==> config.mk <==
export PLATFORM = sky130hd
export DESIGN_NAME = fdg_glue
export DESIGN_NICKNAME = d
export VERILOG_FILES = /design/src/hdl/fdg_pkg.sv /design/src/hdl/fdg_wr_if.sv /design/src/hdl/fdg_precomp.sv /design/src/hdl/fdg_separator.sv /design/src/hdl/fdg_glue.sv
export VERILOG_INCLUDE_DIRS = /design/src /design/src/hdl
export SDC_FILE = /design/constraint.sdc
export NUM_CORES = 1
export LEC_CHECK = 0
export BUFFER_PORTS_ARGS = -buffer_cell sky130_fd_sc_hd__buf_2
export CAP_MARGIN = 10
export CORE_MARGIN = 2
export CORE_UTILIZATION = 54
export CTS_BUF_LIST = sky130_fd_sc_hd__clkbuf_4 sky130_fd_sc_hd__clkbuf_8
export DETAILED_ROUTE_END_ITERATION = 6
export PLACE_DENSITY_LB_ADDON = 0.25
export SKIP_CTS_REPAIR_TIMING = 1
export SKIP_LAST_GASP = 1
export SYNTH_ARGS = -nofsm -noshare
export SYNTH_HDL_FRONTEND = slang
export SYNTH_SLANG_ARGS = --single-unit
==> constraint.sdc <==
create_clock -name ref_clk_i -period 2 [get_ports ref_clk_i]
set_input_delay 0.4 -clock ref_clk_i [delete_from_list [all_inputs] [get_ports ref_clk_i]]
set_output_delay 0.4 -clock ref_clk_i [all_outputs]
set_load 0.05 [all_outputs]
==> src/hdl/fdg_consts.svh <==
// constants for the floppy controller glue block
`ifndef FDG_CONSTS_SVH
`define FDG_CONSTS_SVH

// ===========================================================
// register byte offsets
`define FDG_OFS_CTRL 8'h00
`define FDG_OFS_STAT 8'h04
`define FDG_OFS_IRQ_STAT 8'h08
`define FDG_OFS_IRQ_MASK 8'h0C

// ===========================================================
// control register fields
`define FDG_CTRL_WAIT_EN 0
`define FDG_CTRL_PRECOMP 1
`define FDG_CTRL_SIDE 2
`define FDG_CTRL_ALT_MODE 3
`define FDG_CTRL_DOUBLE_DENSITY_SELECT 4
`define FDG_CTRL_FDC_EN 5
`define FDG_CTRL_DRIVE1 6
`define FDG_CTRL_DRIVE2 7
`define FDG_CTRL_RESET 8'h00

// ===========================================================
// status register fields
`define FDG_STAT_CHANGE 0
`define FDG_STAT_END_CNT 1
`define FDG_STAT_TWO_SIDED 2
`define FDG_STAT_DRIVE_ID 3
`define FDG_STAT_DATA_REQ 4

// ===========================================================
// interrupt bits
`define FDG_IRQ_END_CNT 0
`define FDG_IRQ_DISK 1
`define FDG_IRQ_CHANGE 2
`define FDG_IRQ_W 3

// ===========================================================
// timing
`define FDG_CLK_HZ 25000000
`define FDG_CLK_NS_X10 400
`define FDG_PRECOMP_NS_X10 1875
`define FDG_PULSE_NS_X10 1875
`define FDG_HEAD_LOAD_MS 40
// shift and width: least time, rounded up
`define FDG_PRECOMP_CYC \
  ((`FDG_PRECOMP_NS_X10 + `FDG_CLK_NS_X10 - 1) / `FDG_CLK_NS_X10)
`define FDG_PULSE_CYC \
  ((`FDG_PULSE_NS_X10 + `FDG_CLK_NS_X10 - 1) / `FDG_CLK_NS_X10)
`define FDG_HEAD_LOAD_CYC (`FDG_CLK_HZ / 1000 * `FDG_HEAD_LOAD_MS)

`endif

==> src/hdl/fdg_pkg.sv <==
// types for the floppy controller glue block
package fdg_pkg;

  // ===========================================================
  // write path state
  typedef enum logic [1:0]
  {
    FDG_W_IDLE,
    FDG_W_DELAY,
    FDG_W_PULSE
  } fdg_wstate_type;

endpackage

==> src/hdl/fdg_wr_if.sv <==
// write path signals, glue to precompensator
`timescale 1ns/1ps
interface fdg_wr_if;
  logic data_pulse;
  logic early;
  logic late;
  logic precomp_enable_bit;
  logic wr_data;

  modport glue
  (
    output data_pulse,
    output early,
    output late,
    output precomp_enable_bit,
    input wr_data
  );

  modport comp
  (
    input data_pulse,
    input early,
    input late,
    input precomp_enable_bit,
    output wr_data
  );
endinterface

==> src/hdl/fdg_precomp.sv <==
// write precompensation and write pulse shaper
`timescale 1ns/1ps
`include "fdg_consts.svh"
module fdg_precomp
(
  input wire logic ref_clk_i,
  input wire logic rst_n_i,
  fdg_wr_if.comp wr
);

  localparam int SHIFT = `FDG_PRECOMP_CYC;
  localparam int WIDTH = `FDG_PULSE_CYC;
  localparam logic [3:0] SHIFT_C = 4'(SHIFT);
  localparam logic [3:0] WIDTH_C = 4'(WIDTH);

  fdg_pkg::fdg_wstate_type state;
  logic [3:0] count;
  logic precomp_disable_n;
  logic pulse;

  // ===========================================================
  // precomp applies only when enabled
  assign precomp_disable_n = wr.precomp_enable_bit;

  // ===========================================================
  // nominal pulses wait one shift; early none; late two
  always_ff @(posedge ref_clk_i)
  begin
    if (!rst_n_i)
    begin
      state <= fdg_pkg::FDG_W_IDLE;
      count <= 4'h0;
    end
    else
    begin
      case (state)
        fdg_pkg::FDG_W_IDLE:
        begin
          if (wr.data_pulse)
          begin
            if (precomp_disable_n && wr.early)
            begin
              state <= fdg_pkg::FDG_W_PULSE;
              count <= WIDTH_C;
            end
            else if (precomp_disable_n && wr.late)
            begin
              state <= fdg_pkg::FDG_W_DELAY;
              count <= SHIFT_C + SHIFT_C;
            end
            else
            begin
              state <= fdg_pkg::FDG_W_DELAY;
              count <= SHIFT_C;
            end
          end
        end
        fdg_pkg::FDG_W_DELAY:
        begin
          if (count == 4'h1)
          begin
            state <= fdg_pkg::FDG_W_PULSE;
            count <= WIDTH_C;
          end
          else
          begin
            count <= count - 4'h1;
          end
        end
        fdg_pkg::FDG_W_PULSE:
        begin
          if (count == 4'h1)
          begin
            state <= fdg_pkg::FDG_W_IDLE;
          end
          count <= count - 4'h1;
        end
        default:
        begin
          state <= fdg_pkg::FDG_W_IDLE;
        end
      endcase
    end
  end

  // ===========================================================
  // registered output; one clock of placement jitter at most
  always_ff @(posedge ref_clk_i)
  begin
    if (!rst_n_i)
    begin
      pulse <= 1'b0;
    end
    else
    begin
      pulse <= (state == fdg_pkg::FDG_W_PULSE);
    end
  end

  assign wr.wr_data = pulse;

endmodule // fdg_precomp

==> src/hdl/fdg_separator.sv <==
// read data synchroniser and data separator state machine
`timescale 1ns/1ps
`include "fdg_consts.svh"
module fdg_separator
(
  input wire logic ref_clk_i,
  input wire logic rst_n_i,
  input wire logic raw_read_i,
  input wire logic separator_enable_i,
  input wire logic double_density_select_i,
  output logic synced_read_data_n_o,
  output logic data_window_o
);

  logic [2:0] sync;
  logic seen;
  logic edge_hit;
  logic [4:0] sep_state;

  // ===========================================================
  // three stages; second and third must agree for an edge
  always_ff @(posedge ref_clk_i)
  begin
    if (!rst_n_i)
    begin
      sync <= 3'h0;
      seen <= 1'b0;
    end
    else
    begin
      sync <= {sync[1:0], raw_read_i};
      if (sync[2] == sync[1])
      begin
        seen <= sync[2];
      end
    end
  end

  assign edge_hit = (sync[2] == sync[1]) && sync[2] && !seen;

  // ===========================================================
  // separator works on the complemented synchronised data
  always_ff @(posedge ref_clk_i)
  begin
    if (!rst_n_i)
    begin
      synced_read_data_n_o <= 1'b1;
    end
    else
    begin
      synced_read_data_n_o <= !(sync[2] && sync[1]);
    end
  end

  // ===========================================================
  // free running phase counter; no edge recentres the window, as edge_hit is never set while synced_read_data_n_o is low
  always_ff @(posedge ref_clk_i)
  begin
    if (!rst_n_i || !separator_enable_i)
    begin
      sep_state <= 5'h00;
    end
    else if (!synced_read_data_n_o && edge_hit)
    begin
      sep_state <= {sep_state[4], 4'h8};
    end
    else if (double_density_select_i)
    begin
      sep_state <= sep_state + 5'h02;
    end
    else
    begin
      sep_state <= sep_state + 5'h01;
    end
  end

  assign data_window_o = sep_state[4];

endmodule // fdg_separator

==> src/hdl/fdg_glue.sv <==
// floppy controller glue: waits, latches, registers, drive pins
//
// The address map and the Wishbone interface to the registers were decided locally.
`timescale 1ns/1ps
`include "fdg_consts.svh"
module fdg_glue
#(
  parameter int HEAD_LOAD_CYC = `FDG_HEAD_LOAD_CYC
)
(
  input wire logic ref_clk_i,
  input wire logic rst_n_i,
  input wire logic board_reset_n_i,
  // wishbone slave
  input wire logic wb_cyc_i,
  input wire logic wb_stb_i,
  input wire logic wb_we_i,
  input wire logic [7:0] wb_adr_i,
  input wire logic [3:0] wb_sel_i,
  input wire logic [31:0] wb_dat_i,
  output logic [31:0] wb_dat_o,
  output logic wb_ack_o,
  output logic irq_o,
  // processor and dma side
  input wire logic cpu_fdc_access_i,
  input wire logic dma_slave_access_i,
  output logic processor_ready_wait_o,
  input wire logic fdc_data_request_i,
  input wire logic dma_ack_i,
  input wire logic dma_terminal_count_i,
  output logic dma_request_o,
  input wire logic disk_interrupt_request_i,
  // controller chip side
  input wire logic fdc_write_pulse_i,
  input wire logic fdc_early_i,
  input wire logic fdc_late_i,
  input wire logic inner_track_indicator_i,
  input wire logic head_load_i,
  output logic head_engaged_o,
  output logic synced_read_data_n_o,
  output logic data_window_o,
  // drive cable
  input wire logic drive_read_data_i,
  input wire logic drive_two_sided_i,
  input wire logic drive_id_i,
  input wire logic drive_change_i,
  output logic drive_write_data_o,
  output logic side_select_o,
  output logic drive1_select_o,
  output logic drive2_select_o,
  output logic double_density_select_o,
  output logic alt_mode_o,
  output logic fdc_enable_o
);

  // ===========================================================
  // register decode helpers
  function automatic logic hit(input logic [7:0] a, input logic [7:0] o);
    hit = (a == o);
  endfunction

  logic [7:0] ctrl;
  logic [`FDG_IRQ_W-1:0] irq_stat;
  logic [`FDG_IRQ_W-1:0] irq_mask;
  logic [`FDG_IRQ_W-1:0] irq_event;
  logic disk_data_request_latch;
  logic dma_terminal_count_latch;
  logic wb_req;
  logic wb_wr;
  logic [31:0] next_rdata;
  logic [2:0] sync_two;
  logic [2:0] sync_id;
  logic [2:0] sync_chg;
  logic two_sided;
  logic drive_id;
  logic disk_change;
  logic chg_prev;
  logic irq_prev;
  logic wait_done;
  logic [31:0] head_count;
  logic separator_enable;

  // ===========================================================
  // wishbone: one-cycle answer, ack dropped next cycle
  assign wb_req = wb_cyc_i && wb_stb_i && !wb_ack_o;
  assign wb_wr = wb_req && wb_we_i && wb_sel_i[0];

  always_ff @(posedge ref_clk_i)
  begin
    if (!rst_n_i)
    begin
      wb_ack_o <= 1'b0;
    end
    else
    begin
      wb_ack_o <= wb_req;
    end
  end

  always_comb
  begin
    next_rdata = 32'h00000000;
    if (hit(wb_adr_i, `FDG_OFS_CTRL))
    begin
      next_rdata[7:0] = ctrl;
    end
    else if (hit(wb_adr_i, `FDG_OFS_STAT))
    begin
      next_rdata[`FDG_STAT_CHANGE] = disk_change;
      next_rdata[`FDG_STAT_END_CNT] = dma_terminal_count_latch;
      next_rdata[`FDG_STAT_TWO_SIDED] = two_sided;
      next_rdata[`FDG_STAT_DRIVE_ID] = drive_id;
      next_rdata[`FDG_STAT_DATA_REQ] = disk_data_request_latch;
    end
    else if (hit(wb_adr_i, `FDG_OFS_IRQ_STAT))
    begin
      next_rdata[`FDG_IRQ_W-1:0] = irq_stat;
    end
    else if (hit(wb_adr_i, `FDG_OFS_IRQ_MASK))
    begin
      next_rdata[`FDG_IRQ_W-1:0] = irq_mask;
    end
  end

  always_ff @(posedge ref_clk_i)
  begin
    if (!rst_n_i)
    begin
      wb_dat_o <= 32'h00000000;
    end
    else if (wb_req)
    begin
      wb_dat_o <= next_rdata;
    end
  end

  // ===========================================================
  // control register
  always_ff @(posedge ref_clk_i)
  begin
    if (!rst_n_i)
    begin
      ctrl <= `FDG_CTRL_RESET;
    end
    else if (wb_wr && hit(wb_adr_i, `FDG_OFS_CTRL))
    begin
      ctrl <= wb_dat_i[7:0];
    end
  end

  assign side_select_o = ctrl[`FDG_CTRL_SIDE];
  assign drive1_select_o = ctrl[`FDG_CTRL_DRIVE1];
  assign drive2_select_o = ctrl[`FDG_CTRL_DRIVE2];
  assign double_density_select_o = ctrl[`FDG_CTRL_DOUBLE_DENSITY_SELECT];
  assign alt_mode_o = ctrl[`FDG_CTRL_ALT_MODE];
  assign fdc_enable_o = ctrl[`FDG_CTRL_FDC_EN];

  // ===========================================================
  // interrupt status and mask; a new event beats the clear
  always_ff @(posedge ref_clk_i)
  begin
    if (!rst_n_i)
    begin
      irq_mask <= 3'h0;
    end
    else if (wb_wr && hit(wb_adr_i, `FDG_OFS_IRQ_MASK))
    begin
      irq_mask <= wb_dat_i[`FDG_IRQ_W-1:0];
    end
  end

  always_ff @(posedge ref_clk_i)
  begin
    if (!rst_n_i)
    begin
      irq_prev <= 1'b0;
      chg_prev <= 1'b0;
    end
    else
    begin
      irq_prev <= disk_interrupt_request_i;
      chg_prev <= disk_change;
    end
  end

  assign irq_event[`FDG_IRQ_END_CNT] = dma_terminal_count_i;
  assign irq_event[`FDG_IRQ_DISK] = disk_interrupt_request_i && !irq_prev;
  assign irq_event[`FDG_IRQ_CHANGE] = disk_change && !chg_prev;

  always_ff @(posedge ref_clk_i)
  begin
    if (!rst_n_i)
    begin
      irq_stat <= 3'h0;
    end
    else if (wb_wr && hit(wb_adr_i, `FDG_OFS_IRQ_STAT))
    begin
      irq_stat <= (irq_stat & ~wb_dat_i[`FDG_IRQ_W-1:0]) | irq_event;
    end
    else
    begin
      irq_stat <= irq_stat | irq_event;
    end
  end

  assign irq_o = |(irq_stat & irq_mask);

  // ===========================================================
  // request and terminal-count latches; set wins over service
  always_ff @(posedge ref_clk_i)
  begin
    if (!rst_n_i || !board_reset_n_i)
    begin
      disk_data_request_latch <= 1'b0;
    end
    else if (fdc_data_request_i)
    begin
      disk_data_request_latch <= 1'b1;
    end
    else if (dma_ack_i)
    begin
      disk_data_request_latch <= 1'b0;
    end
  end

  assign dma_request_o = disk_data_request_latch;

  // cleared by board reset or a status read
  always_ff @(posedge ref_clk_i)
  begin
    if (!rst_n_i || !board_reset_n_i)
    begin
      dma_terminal_count_latch <= 1'b0;
    end
    else if (dma_terminal_count_i && dma_ack_i)
    begin
      dma_terminal_count_latch <= 1'b1;
    end
    else if (wb_req && !wb_we_i && hit(wb_adr_i, `FDG_OFS_STAT))
    begin
      dma_terminal_count_latch <= 1'b0;
    end
  end

  // ===========================================================
  // wait state: ready low for the first cycle of each dma access, and of each fdc access with wait-enable set
  always_ff @(posedge ref_clk_i)
  begin
    if (!rst_n_i)
    begin
      wait_done <= 1'b0;
    end
    else
    begin
      wait_done <= cpu_fdc_access_i || dma_slave_access_i;
    end
  end

  // high means ready; wait-enable bit gates the fdc stretch
  assign processor_ready_wait_o =
    !((cpu_fdc_access_i && ctrl[`FDG_CTRL_WAIT_EN] && !wait_done)
      || (dma_slave_access_i && !wait_done));

  // ===========================================================
  // drive status pins, three-stage synchronised
  always_ff @(posedge ref_clk_i)
  begin
    if (!rst_n_i)
    begin
      sync_two <= 3'h0;
      sync_id <= 3'h0;
      sync_chg <= 3'h0;
      two_sided <= 1'b0;
      drive_id <= 1'b0;
      disk_change <= 1'b0;
    end
    else
    begin
      sync_two <= {sync_two[1:0], drive_two_sided_i};
      sync_id <= {sync_id[1:0], drive_id_i};
      sync_chg <= {sync_chg[1:0], drive_change_i};
      if (sync_two[2] == sync_two[1])
      begin
        two_sided <= sync_two[2];
      end
      if (sync_id[2] == sync_id[1])
      begin
        drive_id <= sync_id[2];
      end
      if (sync_chg[2] == sync_chg[1])
      begin
        disk_change <= sync_chg[2];
      end
    end
  end

  // ===========================================================
  // head load delay
  always_ff @(posedge ref_clk_i)
  begin
    if (!rst_n_i || !head_load_i)
    begin
      head_count <= 32'h00000000;
      head_engaged_o <= 1'b0;
    end
    else if (head_count == 32'(HEAD_LOAD_CYC - 1))
    begin
      head_engaged_o <= 1'b1;
    end
    else
    begin
      head_count <= head_count + 32'h00000001;
    end
  end

  // ===========================================================
  // write and read paths
  fdg_wr_if wr_bus ();

  assign wr_bus.data_pulse = fdc_write_pulse_i;
  assign wr_bus.early = fdc_early_i;
  assign wr_bus.late = fdc_late_i;
  assign wr_bus.precomp_enable_bit = ctrl[`FDG_CTRL_PRECOMP];
  assign drive_write_data_o = wr_bus.wr_data;

  fdg_precomp u_precomp
  (
    .ref_clk_i(ref_clk_i),
    .rst_n_i(rst_n_i),
    .wr(wr_bus)
  );

  // separator runs while the fdc is enabled
  assign separator_enable = ctrl[`FDG_CTRL_FDC_EN];

  fdg_separator u_sep
  (
    .ref_clk_i(ref_clk_i),
    .rst_n_i(rst_n_i),
    .raw_read_i(drive_read_data_i),
    .separator_enable_i(separator_enable),
    .double_density_select_i(ctrl[`FDG_CTRL_DOUBLE_DENSITY_SELECT]),
    .synced_read_data_n_o(synced_read_data_n_o),
    .data_window_o(data_window_o)
  );

endmodule // fdg_glue

* After elaboration in Yosys (flattened, before gate mapping)
Cells that the tools add are included.
Word-level totals: logic and storage cells 121, flip-flop bits (word level) 90, output and inout bits 46, input bits 65
Operators by class: equal/unequal tests 14, $add $sub $neg 4, reduce and logical (&&, ||, !) cells 48, bitwise operators 5, muxes and demuxes 23
Operators by type and width (number):
- $add 32x1->32 const B | 1
- $eq 32x20->1 const B | 1
- $logic_and 1x1->1 | 21
- $mux 4 | 5
- $eq 8x4->1 const B | 2
- $mux 3 | 5
- $logic_not 1->1 | 13
- $pmux 4 s3 | 1
- $mux 2 | 5
- $mux 5 | 2
- $eq 8x3->1 const B | 1
- $logic_not 8->1 | 1
- $and 3x3->3 | 2
- $or 3x3->3 | 2
- $pmux 2 s3 | 1
- $add 5x1->5 const B | 1
- $add 5x2->5 const B | 1
- $logic_or 1x1->1 | 5
- $eq 1x1->1 | 4
- $eq 4x1->1 const B | 1
- $mux 1 | 4
- $ne 2x1->1 const B | 2
- $reduce_bool 2->1 | 2
- $sub 4x1->4 const B | 1
- other kinds (10) | 10

* Logic depth before layout (Yosys ltp)
Gate-level depths: netlist of run 1.
word-level depth 6, mapped depth 7, depth with buffers taken out 7

* Cells and area by module
Synthesis of run 1 repeated with hierarchy kept, for this count alone.
Second synthesis, totals: cell total of the unflattened synthesis 456, area total of the unflattened synthesis 4192.8 µm²
Modules (own cells, without submodules):
- fdg_glue | area each 3278.1 µm², cells each 364, instances 1, seq. area each 1461.4 µm²
- fdg_precomp | area each 486.7 µm², cells each 53, instances 1, seq. area each 140.1 µm²
- fdg_separator | area each 427.9 µm², cells each 39, instances 1, seq. area each 200.2 µm²

* Least setup slack after synthesis of run 1
OpenSTA, ideal clock, no wires.
kind input-to-reg, start point in wb_adr_i[5], end point reg irq_mask[0], stages 6, path buffers 1, data required time 1.884 ns, path slack 0.170 ns, library setup time 0.116 ns, arrival time 1.714 ns, cell sequence or4_1 -> nor3_1 -> and3_1 -> buf_2 -> mux2i_1 -> nor2b_1
On the way: longest elaborated chain between the ends 2
Ends and longest elaborated chain:
- start, declared | RTL line fdg_glue.sv:18 | input wire logic [7:0] wb_adr_i,
- $eq 8x4->1 | RTL line fdg_glue.sv:59 | hit = (a == o);
- $logic_and 1x1->1 | RTL line fdg_glue.sv:166 | else if (wb_wr && hit(wb_adr_i, `FDG_OFS_IRQ_MASK))
- end signal, assigned | RTL line fdg_glue.sv:168 | irq_mask <= wb_dat_i[`FDG_IRQ_W-1:0];
- end, declared | RTL line fdg_glue.sv:64 | logic [`FDG_IRQ_W-1:0] irq_mask;
No other way between the ends. A chain may end at the register's enable or synchronous reset.

* Final worst setup path of run 1
start point reg head_count[24], end point reg head_count[6]
On the way: longest elaborated chain between the ends 1
Ends and longest elaborated chain:
- start, declared | RTL line fdg_glue.sv:80 | logic [31:0] head_count;
- start signal, assigned | RTL line fdg_glue.sv:312 | head_count <= head_count + 32'h00000001;
- $eq 32x20->1 | RTL line fdg_glue.sv:306 | else if (head_count == 32'(HEAD_LOAD_CYC - 1))
No other way between the ends.

==> reports/results.md, run 1 <==
| Step | Result | This run |
|---|---|---|
| status | Result of the run | complete, no violations |
| place | Placed wire-length estimate | 5.95 mm |
| power | Leakage power of the design | 2.02 nW |
| timing | Setup TNS | 0 ps |
| place | Worst slack after detailed placement | -92.2 ps |
| worst setup path | Worst path bufs/invs | 1 |
| timing | Endpoints failing setup | 0 |
| drt | Average routed wire per standard cell | 12.5 um |
| floorplanning | Area of the die | 8370 um2 |
| final layout | Final Instance Count excl. Fillers | 637 |
| timing | Final cycle utilization of the critical path | 0.990 |
| clock network | Maximum buffer depth of the clock tree | 2 |
| worst setup path | Origin of the critical flop-to-flop path | head_count[24] |
| hold path | HP Start | cpu_fdc_access_i |
| place | Placed cell areas | 4510 um2 |
| floorplanning | Die boundary height | 91.5 um |
| global route | Number of antenna violations at the first check in global routing | 0 |
| place | Final RePlAce weighted congestion | 0.839 |
| drt | Number of design rule violations left after detail routing | 0 |
| synth | Synth Warn # | 0 |
| place | Post-Place Cells | 616 |
| worst setup path | Top cell family by delay on the critical path | simple AND/OR/NAND/NOR gates |
| global route | Total congestion overflow after global routing | 0 |
| timing | RSZ-0062 raised after global routing | yes |
| power | Power consumption | 3.65 mW |
| worst setup path | Maximum cell stage delay along the critical path | 530 ps |
| clock network | Clock Sinks | 90 |
| clock network | Number of buffers created by CTS | 9 |
| synth | Post-synth EDFFs | 0 |
| floorplanning | Row count | 31 |
| final layout | Layout area overhead | 14.5% |
| clock network | CTS tree | built |
| clock network | Maximum level of the CTS H-tree | 3 |
| worst setup path | Cell with the largest stage delay on the worst path | sky130_fd_sc_hd__or4_4 |
| timing | Final-report max-slew violation count | 0 |
| worst setup path | Data required, critical path | 2250 ps |
| floorplanning | Placeable Area | 7330 um2 |
| floorplanning | Count of boundary I/O pins | 111 |
| worst setup path | Reg2reg end | head_count[6] |
| timing | Final Skew | 10.8 ps |
| final layout | Multi-input gate area | 2150 um2 |
| drt | Drt via density | 5.21 |
| worst setup path | Worst EP arrival | 2230 ps |
| final layout | Cell area after layout | 4730 um2 |
| drt | Total Wirelength | 7.94 mm |
| final layout | Most common cell after layout, fill and taps aside | sky130_fd_sc_hd__dfxtp_1 |
| final layout | Commonest cells after routing, fill and taps aside | 87 x sky130_fd_sc_hd__dfxtp_1, 58 x sky130_fd_sc_hd__buf_2, 56 x sky130_fd_sc_hd__nor2_1 |
| drt | Count of nets left with antenna violations after detail routing | 0 |
| worst setup path | Worst reg-to-reg setup slack | 20 ps |
| synth | Synthesized flop and latch total | 90 |
| timing | Worst setup margin | 20.1 ps |
| final layout | Antenna diode count | 0 |
| hold path | Hold WC Path Type | in2reg |
| final layout | Share of cells above drive strength 1 | 0.216 |
| timing | Max Fclk | 0.505 GHz |
| clock network | Clock insertion delay at the later pin of the skew report | 360 ps |
| power | Peak supply drop | 0.355 mV |
| synth | Unique cell type count in the Yosys netlist | 50 |
| floorplanning | Initial Util | 0.564 |
| global route | Global-route wire length before repair | 13.3 mm |
| global route | Number of global-route vias before repair | 3,043 |
| synth | Number of instances in the synthesized netlist | 458 |
| worst setup path | Register-to-Register Path Depth | 6 |
| clock network | Clock transition at the register clock pins on the worst setup and hold paths after CTS | 90 ps |
| drt | Number of DRC violations after detailed-routing iteration 0 | 115 |
| synth | Async S/R FF share, synth | 0 |
| worst setup path | Category of the worst setup path launch point | register |
| global route | Maximum number of pins on one net before global-route repair | 27 |
| clock network | Root buffer cell | sky130_fd_sc_hd__clkbuf_8 |
| timing | Final Hold Fails | 0 |
| drt | Count of vias placed by the detailed router | 3,317 |
| final layout | Filler cell count | 639 |
| worst setup path | Cell Chain, Critical Path | or4_4 -> or3_4 -> nor3_4 -> buf_4 -> or2_2 -> nor2_1 |
| final layout | Final-stage net count | 608 |
| synth | Post-synthesis area per instance | 9.02 um2 |
| worst setup path | Classification of the worst setup path | reg2reg |
| final layout | Final Core Density | 0.646 |
| worst setup path | Worst-path maximum fanout | 4 |
| timing | Tightest hold margin | 249 ps |
| power | Power per unit of standard cell area | 771 nW/um2 |
| final layout | Area occupied by registers | 1810 um2 |
| worst setup path | Capturing element type of the critical path | register |
| synth | Post-synthesis sequential area ratio | 0.436 |
| global route | Total global-route track usage | 0.194 |
| synth | Ys flop type | sky130_fd_sc_hd__dfxtp_1 |
| drt | DR pass1 iterations | 4 |
| place | Number of port buffers | 58 |
| floorplanning | Die W | 91.5 um |
| synth | Cell area after synthesis | 4130 um2 |
| hold path | Cell depth of the worst hold path | 2 |
| flow run | Count of max-cap constraint violations | 0 |
| hold path | Worst-case hold path end point | wait_done |
| timing | Fin crit period | 1980 ps |
## synth_stat cells, types with 4 or more instances
cell type / instances / area share
sky130_fd_sc_hd__a21boi_0: 13 / 0.024
sky130_fd_sc_hd__a21oi_1: 6 / 0.0073
sky130_fd_sc_hd__and2_1: 19 / 0.029
sky130_fd_sc_hd__and3_1: 8 / 0.012
sky130_fd_sc_hd__buf_4: 24 / 0.044
sky130_fd_sc_hd__clkbuf_1: 10 / 0.0091
sky130_fd_sc_hd__dfxtp_1: 90 / 0.44
sky130_fd_sc_hd__ha_1: 10 / 0.030
sky130_fd_sc_hd__inv_1: 11 / 0.010
sky130_fd_sc_hd__mux2_2: 6 / 0.016
sky130_fd_sc_hd__mux2i_1: 14 / 0.034
sky130_fd_sc_hd__nand2_1: 33 / 0.030
sky130_fd_sc_hd__nand3_1: 20 / 0.024
sky130_fd_sc_hd__nand4_1: 17 / 0.026
sky130_fd_sc_hd__nor2_1: 56 / 0.051
sky130_fd_sc_hd__nor2b_1: 17 / 0.026
sky130_fd_sc_hd__nor3_1: 8 / 0.0097
sky130_fd_sc_hd__o21ai_0: 12 / 0.015
sky130_fd_sc_hd__o31ai_1: 4 / 0.0073
sky130_fd_sc_hd__xnor2_1: 5 / 0.011
sky130_fd_sc_hd__xor2_1: 25 / 0.053
## power breakdown
group	total, mW	switching (mW)	leakage, nW	internal (mW)
Clock	1.11	0.650	0.0864	0.460
Sequential	1.91	0.0533	0.732	1.86
Combinational	0.625	0.389	1.20	0.236
Total	3.65	1.09	2.02	2.55
## layout make-up
cell class / instances / share of cell area
inverters: 11 / 0.00872
well taps: 99 / 0.0262
repair buffers: 78 / 0.0930
clock buffers: 9 / 0.0262
flip-flops and latches: 90 / 0.381
multi-input cells: 343 / 0.454
clock inverters: 7 / 0.0108
## how the worst max path moves through the flow
stage	cells after the start	to	start	slack (ps)
6_report	6	head_count[6]	head_count[24]	20
2_1_floorplan	6	irq_mask[0]	wb_adr_i[5]	170
3_5_place_dp	6	irq_mask[0]	wb_adr_i[5]	-90
4_1_cts	5	head_count[1]	head_count[28]	30
3_3_place_gp	6	irq_mask[2]	wb_adr_i[5]	-50
5_1_grt	5	head_count[1]	head_count[24]	-60
## cell families (layout without fill, tap and decap cells)
family / Yosys count / in the layout / share of synthesized area
simple gates: 206 / 206 / 0.266
flops: 90 / 90 / 0.436
compound gates: 53 / 53 / 0.0872
buf+inv: 48 / 105 / 0.0663
xor+xnor: 30 / 30 / 0.0636
mux: 20 / 20 / 0.0503
fa+ha+maj: 10 / 10 / 0.0303
other cells: 1 / 24 / 0.000907
## metal layers
metal / vias up / part of all wire / GRT usage
li1: 1679 / - / -
met1: 1537 / 0.46 / 0.239
met2: 93 / 0.47 / 0.327
met3: 8 / 0.057 / 0.0498
met4: 0 / 0.012 / 0.0682
met5: - / 0 / 0
## state kept, by name, summed over array words and instances, names as in the netlist, 2 cells and up
signal / count
sync_id: 3
u_precomp.count: 4
irq_mask: 3
u_sep.sync: 3
sync_two: 3
u_sep.sep_state: 5
head_count: 32
wb_dat_o: 8
u_precomp.state: 2
sync_chg: 3
ctrl: 8
irq_stat: 3
No activity file was read; power rests on OpenSTA's default activity.
==> inputs of run 2 (changes only) <==
--- a/config.mk
+++ b/config.mk
@@ -12,6 +12,7 @@
 export CORE_UTILIZATION = 54
 export CTS_BUF_LIST = sky130_fd_sc_hd__clkbuf_4 sky130_fd_sc_hd__clkbuf_8
 export DETAILED_ROUTE_END_ITERATION = 6
+export GPL_TIMING_DRIVEN = 0
 export PLACE_DENSITY_LB_ADDON = 0.25
 export SKIP_CTS_REPAIR_TIMING = 1
 export SKIP_LAST_GASP = 1
==> run 2 against run 1 <==
  * Via count up 2.2%
  * Critical path depth down 1
  * Global-route usage up 1.8 points
  * Maximum frequency up 1.1%
  * Clock skew down 1.6 ps
  * Sequential cell count unchanged
  * Wire length up 9.4%
  * First-iteration DRC count down 0.87%
==> reports/results.md, run 2 (same netlist as run 1, synthesis figures left out) <==
| Step | Result | This run |
|---|---|---|
| final layout | Antenna diode count | 0 |
| drt | Count of vias placed by the detailed router | 3,391 |
| clock network | Maximum level of the CTS H-tree | 3 |
| place | Worst slack after detailed placement | -186 ps |
| final layout | Final-stage net count | 625 |
| power | Leakage power of the design | 2.11 nW |
| timing | Max Fclk | 0.510 GHz |
| worst setup path | Category of the worst setup path launch point | register |
| drt | Average routed wire per standard cell | 13.3 um |
| final layout | Flip-flop count of the largest register after layout | 32 |
| floorplanning | Die boundary height | 91.5 um |
| timing | Worst setup margin | 41.0 ps |
| timing | RSZ-0062 raised after global routing | yes |
| clock network | Clock Sinks | 90 |
| drt | Total Wirelength | 8.68 mm |
| global route | Total congestion overflow after global routing | 0 |
| floorplanning | Placeable Area | 7330 um2 |
| timing | Endpoints failing setup | 0 |
| timing | Fin crit period | 1960 ps |
| final layout | Commonest cells after routing, fill and taps aside | 86 x sky130_fd_sc_hd__dfxtp_1, 60 x sky130_fd_sc_hd__buf_2, 55 x sky130_fd_sc_hd__nor2_1 |
| floorplanning | Die W | 91.5 um |
| floorplanning | Count of boundary I/O pins | 111 |
| clock network | CTS tree | built |
| hold path | Hold WC Path Type | in2reg |
| timing | Actual transition at the worst max-transition pin | 685 ps |
| place | Final RePlAce weighted congestion | 0.864 |
| worst setup path | Data required, critical path | 2250 ps |
| timing | Normalized max-slew margin | 0.540 |
| place | Number of port buffers | 57 |
| floorplanning | Area of the die | 8370 um2 |
| place | Placed cell areas | 4630 um2 |
| final layout | Largest regs | head_count: 32 flops, ctrl: 8 flops, wb_dat_o: 8 flops |
| drt | Count of nets left with antenna violations after detail routing | 0 |
| clock network | Root buffer cell | sky130_fd_sc_hd__clkbuf_8 |
| final layout | Final Instance Count excl. Fillers | 654 |
| drt | DR pass1 iterations | 5 |
| timing | Final-report max-slew violation count | 0 |
| drt | Number of design rule violations left after detail routing | 0 |
| place | Post-Place Cells | 637 |
| global route | Number of global-route vias before repair | 3,305 |
| floorplanning | Row count | 31 |
| flow run | Count of max-cap constraint violations | 0 |
| worst setup path | Worst-path maximum fanout | 5 |
| final layout | Most flops, register | head_count |
| floorplanning | Initial Util | 0.564 |
| drt | Number of DRC violations after detailed-routing iteration 0 | 114 |
| status | Result of the run | complete, no violations |
| final layout | Filler cell count | 647 |
| timing | Tightest hold margin | 241 ps |
| timing | Final Hold Fails | 0 |
| timing | Final Skew | 9.18 ps |
| final layout | Most common cell after layout, fill and taps aside | sky130_fd_sc_hd__dfxtp_1 |
| global route | Total global-route track usage | 0.212 |
| worst setup path | Capturing element type of the critical path | register |
| final layout | Share of cells above drive strength 1 | 0.227 |
| timing | Final cycle utilization of the critical path | 0.979 |
| power | Peak supply drop | 0.471 mV |
| power | Power consumption | 3.94 mW |
| clock network | Clock transition at the register clock pins on the worst setup and hold paths after CTS | 90 ps |
| place | Placed wire-length estimate | 6.45 mm |
| clock network | Number of buffers created by CTS | 9 |
| global route | Global-route wire length before repair | 14.4 mm |
| drt | Drt via density | 5.19 |
| worst setup path | Worst EP arrival | 2210 ps |
| final layout | Cell area after layout | 4880 um2 |
| global route | Maximum number of pins on one net before global-route repair | 17 |
| clock network | Maximum buffer depth of the clock tree | 2 |
| worst setup path | Classification of the worst setup path | reg2reg |
| final layout | Layout area overhead | 18.1% |
| power | Power per unit of standard cell area | 807 nW/um2 |
| clock network | Clock insertion delay at the later pin of the skew report | 360 ps |
| global route | Number of antenna violations at the first check in global routing | 0 |
-- run 2: cell types whose count changed in the layout (fill, tap and decap cells not counted), moves of 2 or more --
cell and delta:
sky130_fd_sc_hd__clkinv_2 -2, sky130_fd_sc_hd__buf_2 +2, sky130_fd_sc_hd__buf_4 +5, sky130_fd_sc_hd__clkbuf_1 +10, sky130_fd_sc_hd__bufinv_16 +2
-- run 2: worst max-delay path, cell delays in order, from the launching register on --
cell                      delay [ps]
sky130_fd_sc_hd__dfxtp_2         340
sky130_fd_sc_hd__or4_4           530
sky130_fd_sc_hd__or3_4           410
sky130_fd_sc_hd__nor3_4          300
sky130_fd_sc_hd__mux2i_1         220
sky130_fd_sc_hd__nor2_1           50
-- run 2: report_power, final --
part | switching (mW) | internal (mW)
logic | 0.401 | 0.252
clock network | 0.663 | 0.712
registers | 0.0553 | 1.86
total | 1.12 | 2.82
-- run 2: stage by stage --
step,util,TNS (ps)
finish,0.666,0
detailed placement,0.631,-2020
global route,0.666,-50.1
floorplan,-,0
global placement,0.631,-1110
CTS,0.662,-70.3
-- run 2: layer usage --
metal / global-route usage / share of wire
met1: 0.244 / 0.44
met2: 0.372 / 0.48
met3: 0.0415 / 0.051
met4: 0.110 / 0.027
met5: 0 / 0
-- run 2: path summary, 6_finish.rpt --
| kind | from | to | slack, ps | cells after the start |
|---|---|---|---|---|
| worst max-delay path | head_count[24] | head_count[1] | 40 | 5 |
| worst min-delay path | disk_interrupt_request_i | irq_prev | 240 | 2 |
| worst max register to register | head_count[24] | head_count[1] | 40 | 5 |
| worst min register to register | sync_two[0] | sync_two[1] | 440 | 1 |
-- run 2: area by class of cell --
cell class	count	area [um2]	share of cell area
Tap cell	99	124	0.0254
Multi-Input combinational cell	343	2160	0.443
Timing Repair Buffer	58	293	0.0600
Sequential cell	90	1810	0.370
Clock buffer	9	124	0.0254
Clock inverter	7	100	0.0205
Buffer	37	233	0.0477
Inverter	11	41.3	0.00846
==> inputs of run 3 (changes only) <==
--- a/config.mk
+++ b/config.mk
@@ -9,11 +9,12 @@
 export BUFFER_PORTS_ARGS = -buffer_cell sky130_fd_sc_hd__buf_2
 export CAP_MARGIN = 10
 export CORE_MARGIN = 2
-export CORE_UTILIZATION = 54
+export CORE_UTILIZATION = 55
 export CTS_BUF_LIST = sky130_fd_sc_hd__clkbuf_4 sky130_fd_sc_hd__clkbuf_8
 export DETAILED_ROUTE_END_ITERATION = 6
 export GPL_TIMING_DRIVEN = 0
 export PLACE_DENSITY_LB_ADDON = 0.25
+export SETUP_SLACK_MARGIN = 0.15
 export SKIP_CTS_REPAIR_TIMING = 1
 export SKIP_LAST_GASP = 1
 export SYNTH_ARGS = -nofsm -noshare
==> constraint.sdc (replaced) <==
create_clock -name ref_clk_i -period 2.3 [get_ports ref_clk_i]
set_input_delay 0.46 -clock ref_clk_i [delete_from_list [all_inputs] [get_ports ref_clk_i]]
set_output_delay 0.46 -clock ref_clk_i [all_outputs]
set_load 0.05 [all_outputs]
==> run 3 against run 2 <==
  * Sequential cell count did not move
  * Utilization fell by 0.099 points
  * Total power fell by 17%
  * Via count rose by 0.21%
  * Combinational power fell by 14%
  * Critical endpoint is now head_count[20]
==> reports/results.md, run 3 (same netlist as run 1, synthesis figures left out) <==
| Step | Result | This run |
|---|---|---|
| timing | Final-report max-slew violation count | 0 |
| floorplanning | Count of boundary I/O pins | 111 |
| drt | Average routed wire per standard cell | 13.0 um |
| worst setup path | Classification of the worst setup path | reg2reg |
| final layout | Largest regs | head_count: 32 flops, ctrl: 8 flops, wb_dat_o: 8 flops |
| drt | Total Wirelength | 8.51 mm |
| timing | RSZ-0062 raised after global routing | no |
| final layout | Flip-flop count of the largest register after layout | 32 |
| status | Result of the run | complete, no violations |
| worst setup path | Reg2reg end | head_count[20] |
| timing | Max Fclk | 0.502 GHz |
| floorplanning | Placeable Area | 7250 um2 |
| hold path | Hold WC Path Type | in2reg |
| place | Number of port buffers | 57 |
| place | Placed wire-length estimate | 6.36 mm |
| hold path | Worst-case hold path end point | wait_done |
| timing | Final cycle utilization of the critical path | 0.866 |
| floorplanning | Initial Util | 0.570 |
| clock network | Number of buffers created by CTS | 9 |
| worst setup path | Category of the worst setup path launch point | register |
| drt | Count of vias placed by the detailed router | 3,398 |
| clock network | Maximum level of the CTS H-tree | 3 |
| worst setup path | Worst-path maximum fanout | 8 |
| power | Leakage power of the design | 2.08 nW |
| final layout | Final-stage net count | 624 |
| clock network | Clock insertion delay at the later pin of the skew report | 380 ps |
| timing | Final Skew | 14.7 ps |
| drt | Met1 wire length | 3.75 mm |
| global route | Maximum number of pins on one net before global-route repair | 19 |
| drt | DR pass1 iterations | 4 |
| place | Worst slack after detailed placement | 131 ps |
| hold path | Cell depth of the worst hold path | 2 |
| global route | Number of antenna violations at the first check in global routing | 0 |
| floorplanning | Area of the die | 8220 um2 |
| drt | Number of design rule violations left after detail routing | 0 |
| timing | Endpoints failing setup | 0 |
| flow run | Count of max-cap constraint violations | 0 |
| power | Power per unit of standard cell area | 681 nW/um2 |
| final layout | Commonest cells after routing, fill and taps aside | 90 x sky130_fd_sc_hd__dfxtp_1, 60 x sky130_fd_sc_hd__buf_2, 55 x sky130_fd_sc_hd__nor2_1 |
| power | Peak supply drop | 0.391 mV |
| final layout | Multi-input gate area | 2150 um2 |
| drt | Met3 wirelength from detailed routing | 523 um |
| final layout | Antenna diode count | 0 |
| worst setup path | Origin of the critical flop-to-flop path | head_count[0] |
| drt | Drt via density | 5.20 |
| timing | Actual transition at the worst max-transition pin | 675 ps |
| final layout | Area occupied by registers | 1800 um2 |
| global route | Total congestion overflow after global routing | 0 |
| floorplanning | Die boundary height | 90.7 um |
| worst setup path | Data required, critical path | 2620 ps |
| hold path | HP Start | cpu_fdc_access_i |
| drt | Amount of wire on met2 after detailed routing | 4.02 mm |
| timing | Setup TNS | 0 ps |
| drt | Uppermost routed layer | met4 |
| worst setup path | Worst reg-to-reg setup slack | 310 ps |
| final layout | Most flops, register | head_count |
| clock network | CTS tree | built |
| global route | Global-route wire length before repair | 14.3 mm |
| timing | Final Hold Fails | 0 |
| worst setup path | Register-to-Register Path Depth | 6 |
| clock network | Root buffer cell | sky130_fd_sc_hd__clkbuf_8 |
| timing | Fin crit period | 1990 ps |
| final layout | Most common cell after layout, fill and taps aside | sky130_fd_sc_hd__dfxtp_1 |
| global route | Number of global-route vias before repair | 3,251 |
| worst setup path | Worst EP arrival | 2310 ps |
| floorplanning | Row count | 31 |
| drt | Count of nets left with antenna violations after detail routing | 0 |
| global route | Total global-route track usage | 0.212 |
| clock network | Maximum buffer depth of the clock tree | 2 |
| timing | Worst setup margin | 309 ps |
| final layout | Filler cell count | 618 |
| timing | Normalized max-slew margin | 0.546 |
| final layout | Share of cells above drive strength 1 | 0.215 |
| floorplanning | Die W | 90.7 um |
| clock network | Clock transition at the register clock pins on the worst setup and hold paths after CTS | 100 ps |
| worst setup path | Capturing element type of the critical path | register |
| place | Final RePlAce weighted congestion | 0.866 |
| clock network | Clock Sinks | 90 |
| drt | Number of DRC violations after detailed-routing iteration 0 | 125 |
| final layout | Layout area overhead | 16.7% |
run 3: layer usage:
layer	vias up	track usage
met1	1562	0.255
met4	0	0.108
met5	-	0
met3	18	0.0417
met2	104	0.359
li1	1714	-
run 3: per-stage QoR:
step / power [mW] / instances / util / instance area [um2] / hold slack, ps
final: 3.28 / 653 / 0.665 / 4820 / 288
after global routing: 3.43 / 653 / 0.665 / 4820 / 291
after CTS: 3.30 / 653 / 0.665 / 4820 / 286
after detailed placement: 2.26 / 637 / 0.638 / 4630 / 423
after global placement: 2.24 / 637 / 0.638 / 4630 / 421
after floorplan: 2.13 / 481 / - / 4220 / 412
run 3: final cells by class:
cell class	count	share of cell area
clock inverters	7	0.0143
plain buffers	37	0.0482
clock buffers	9	0.0257
inverters	11	0.00856
well taps	99	0.0257
repair buffers	57	0.0591
multi-input cells	343	0.445
flip-flops and latches	90	0.374
run 3: power breakdown:
group | internal [mW] | total [mW] | switching [mW]
Combinational | 0.218 | 0.563 | 0.345
Clock | 0.425 | 1.06 | 0.632
Sequential | 1.62 | 1.67 | 0.0487
run 3: how the worst max path moves through the flow:
stage	from	endpoint	slack, ps	depth (start not counted)
detailed placement	wb_adr_i[5]	ctrl[7]	130	6
global placement	wb_adr_i[5]	ctrl[7]	170	6
global route	head_count[0]	head_count[20]	150	6
finish	head_count[0]	head_count[20]	310	6
CTS	head_count[0]	head_count[20]	160	6
floorplan	wb_adr_i[5]	irq_mask[0]	410	6
run 3: critical path, cell delays in order (launching register included):
cell and delay [ps]:
sky130_fd_sc_hd__dfxtp_1 410, sky130_fd_sc_hd__ha_1 210, sky130_fd_sc_hd__nand3_1 230, sky130_fd_sc_hd__nor2_2 370, sky130_fd_sc_hd__nand2_1 130, sky130_fd_sc_hd__or4_1 500
sky130_fd_sc_hd__nand2_1 80
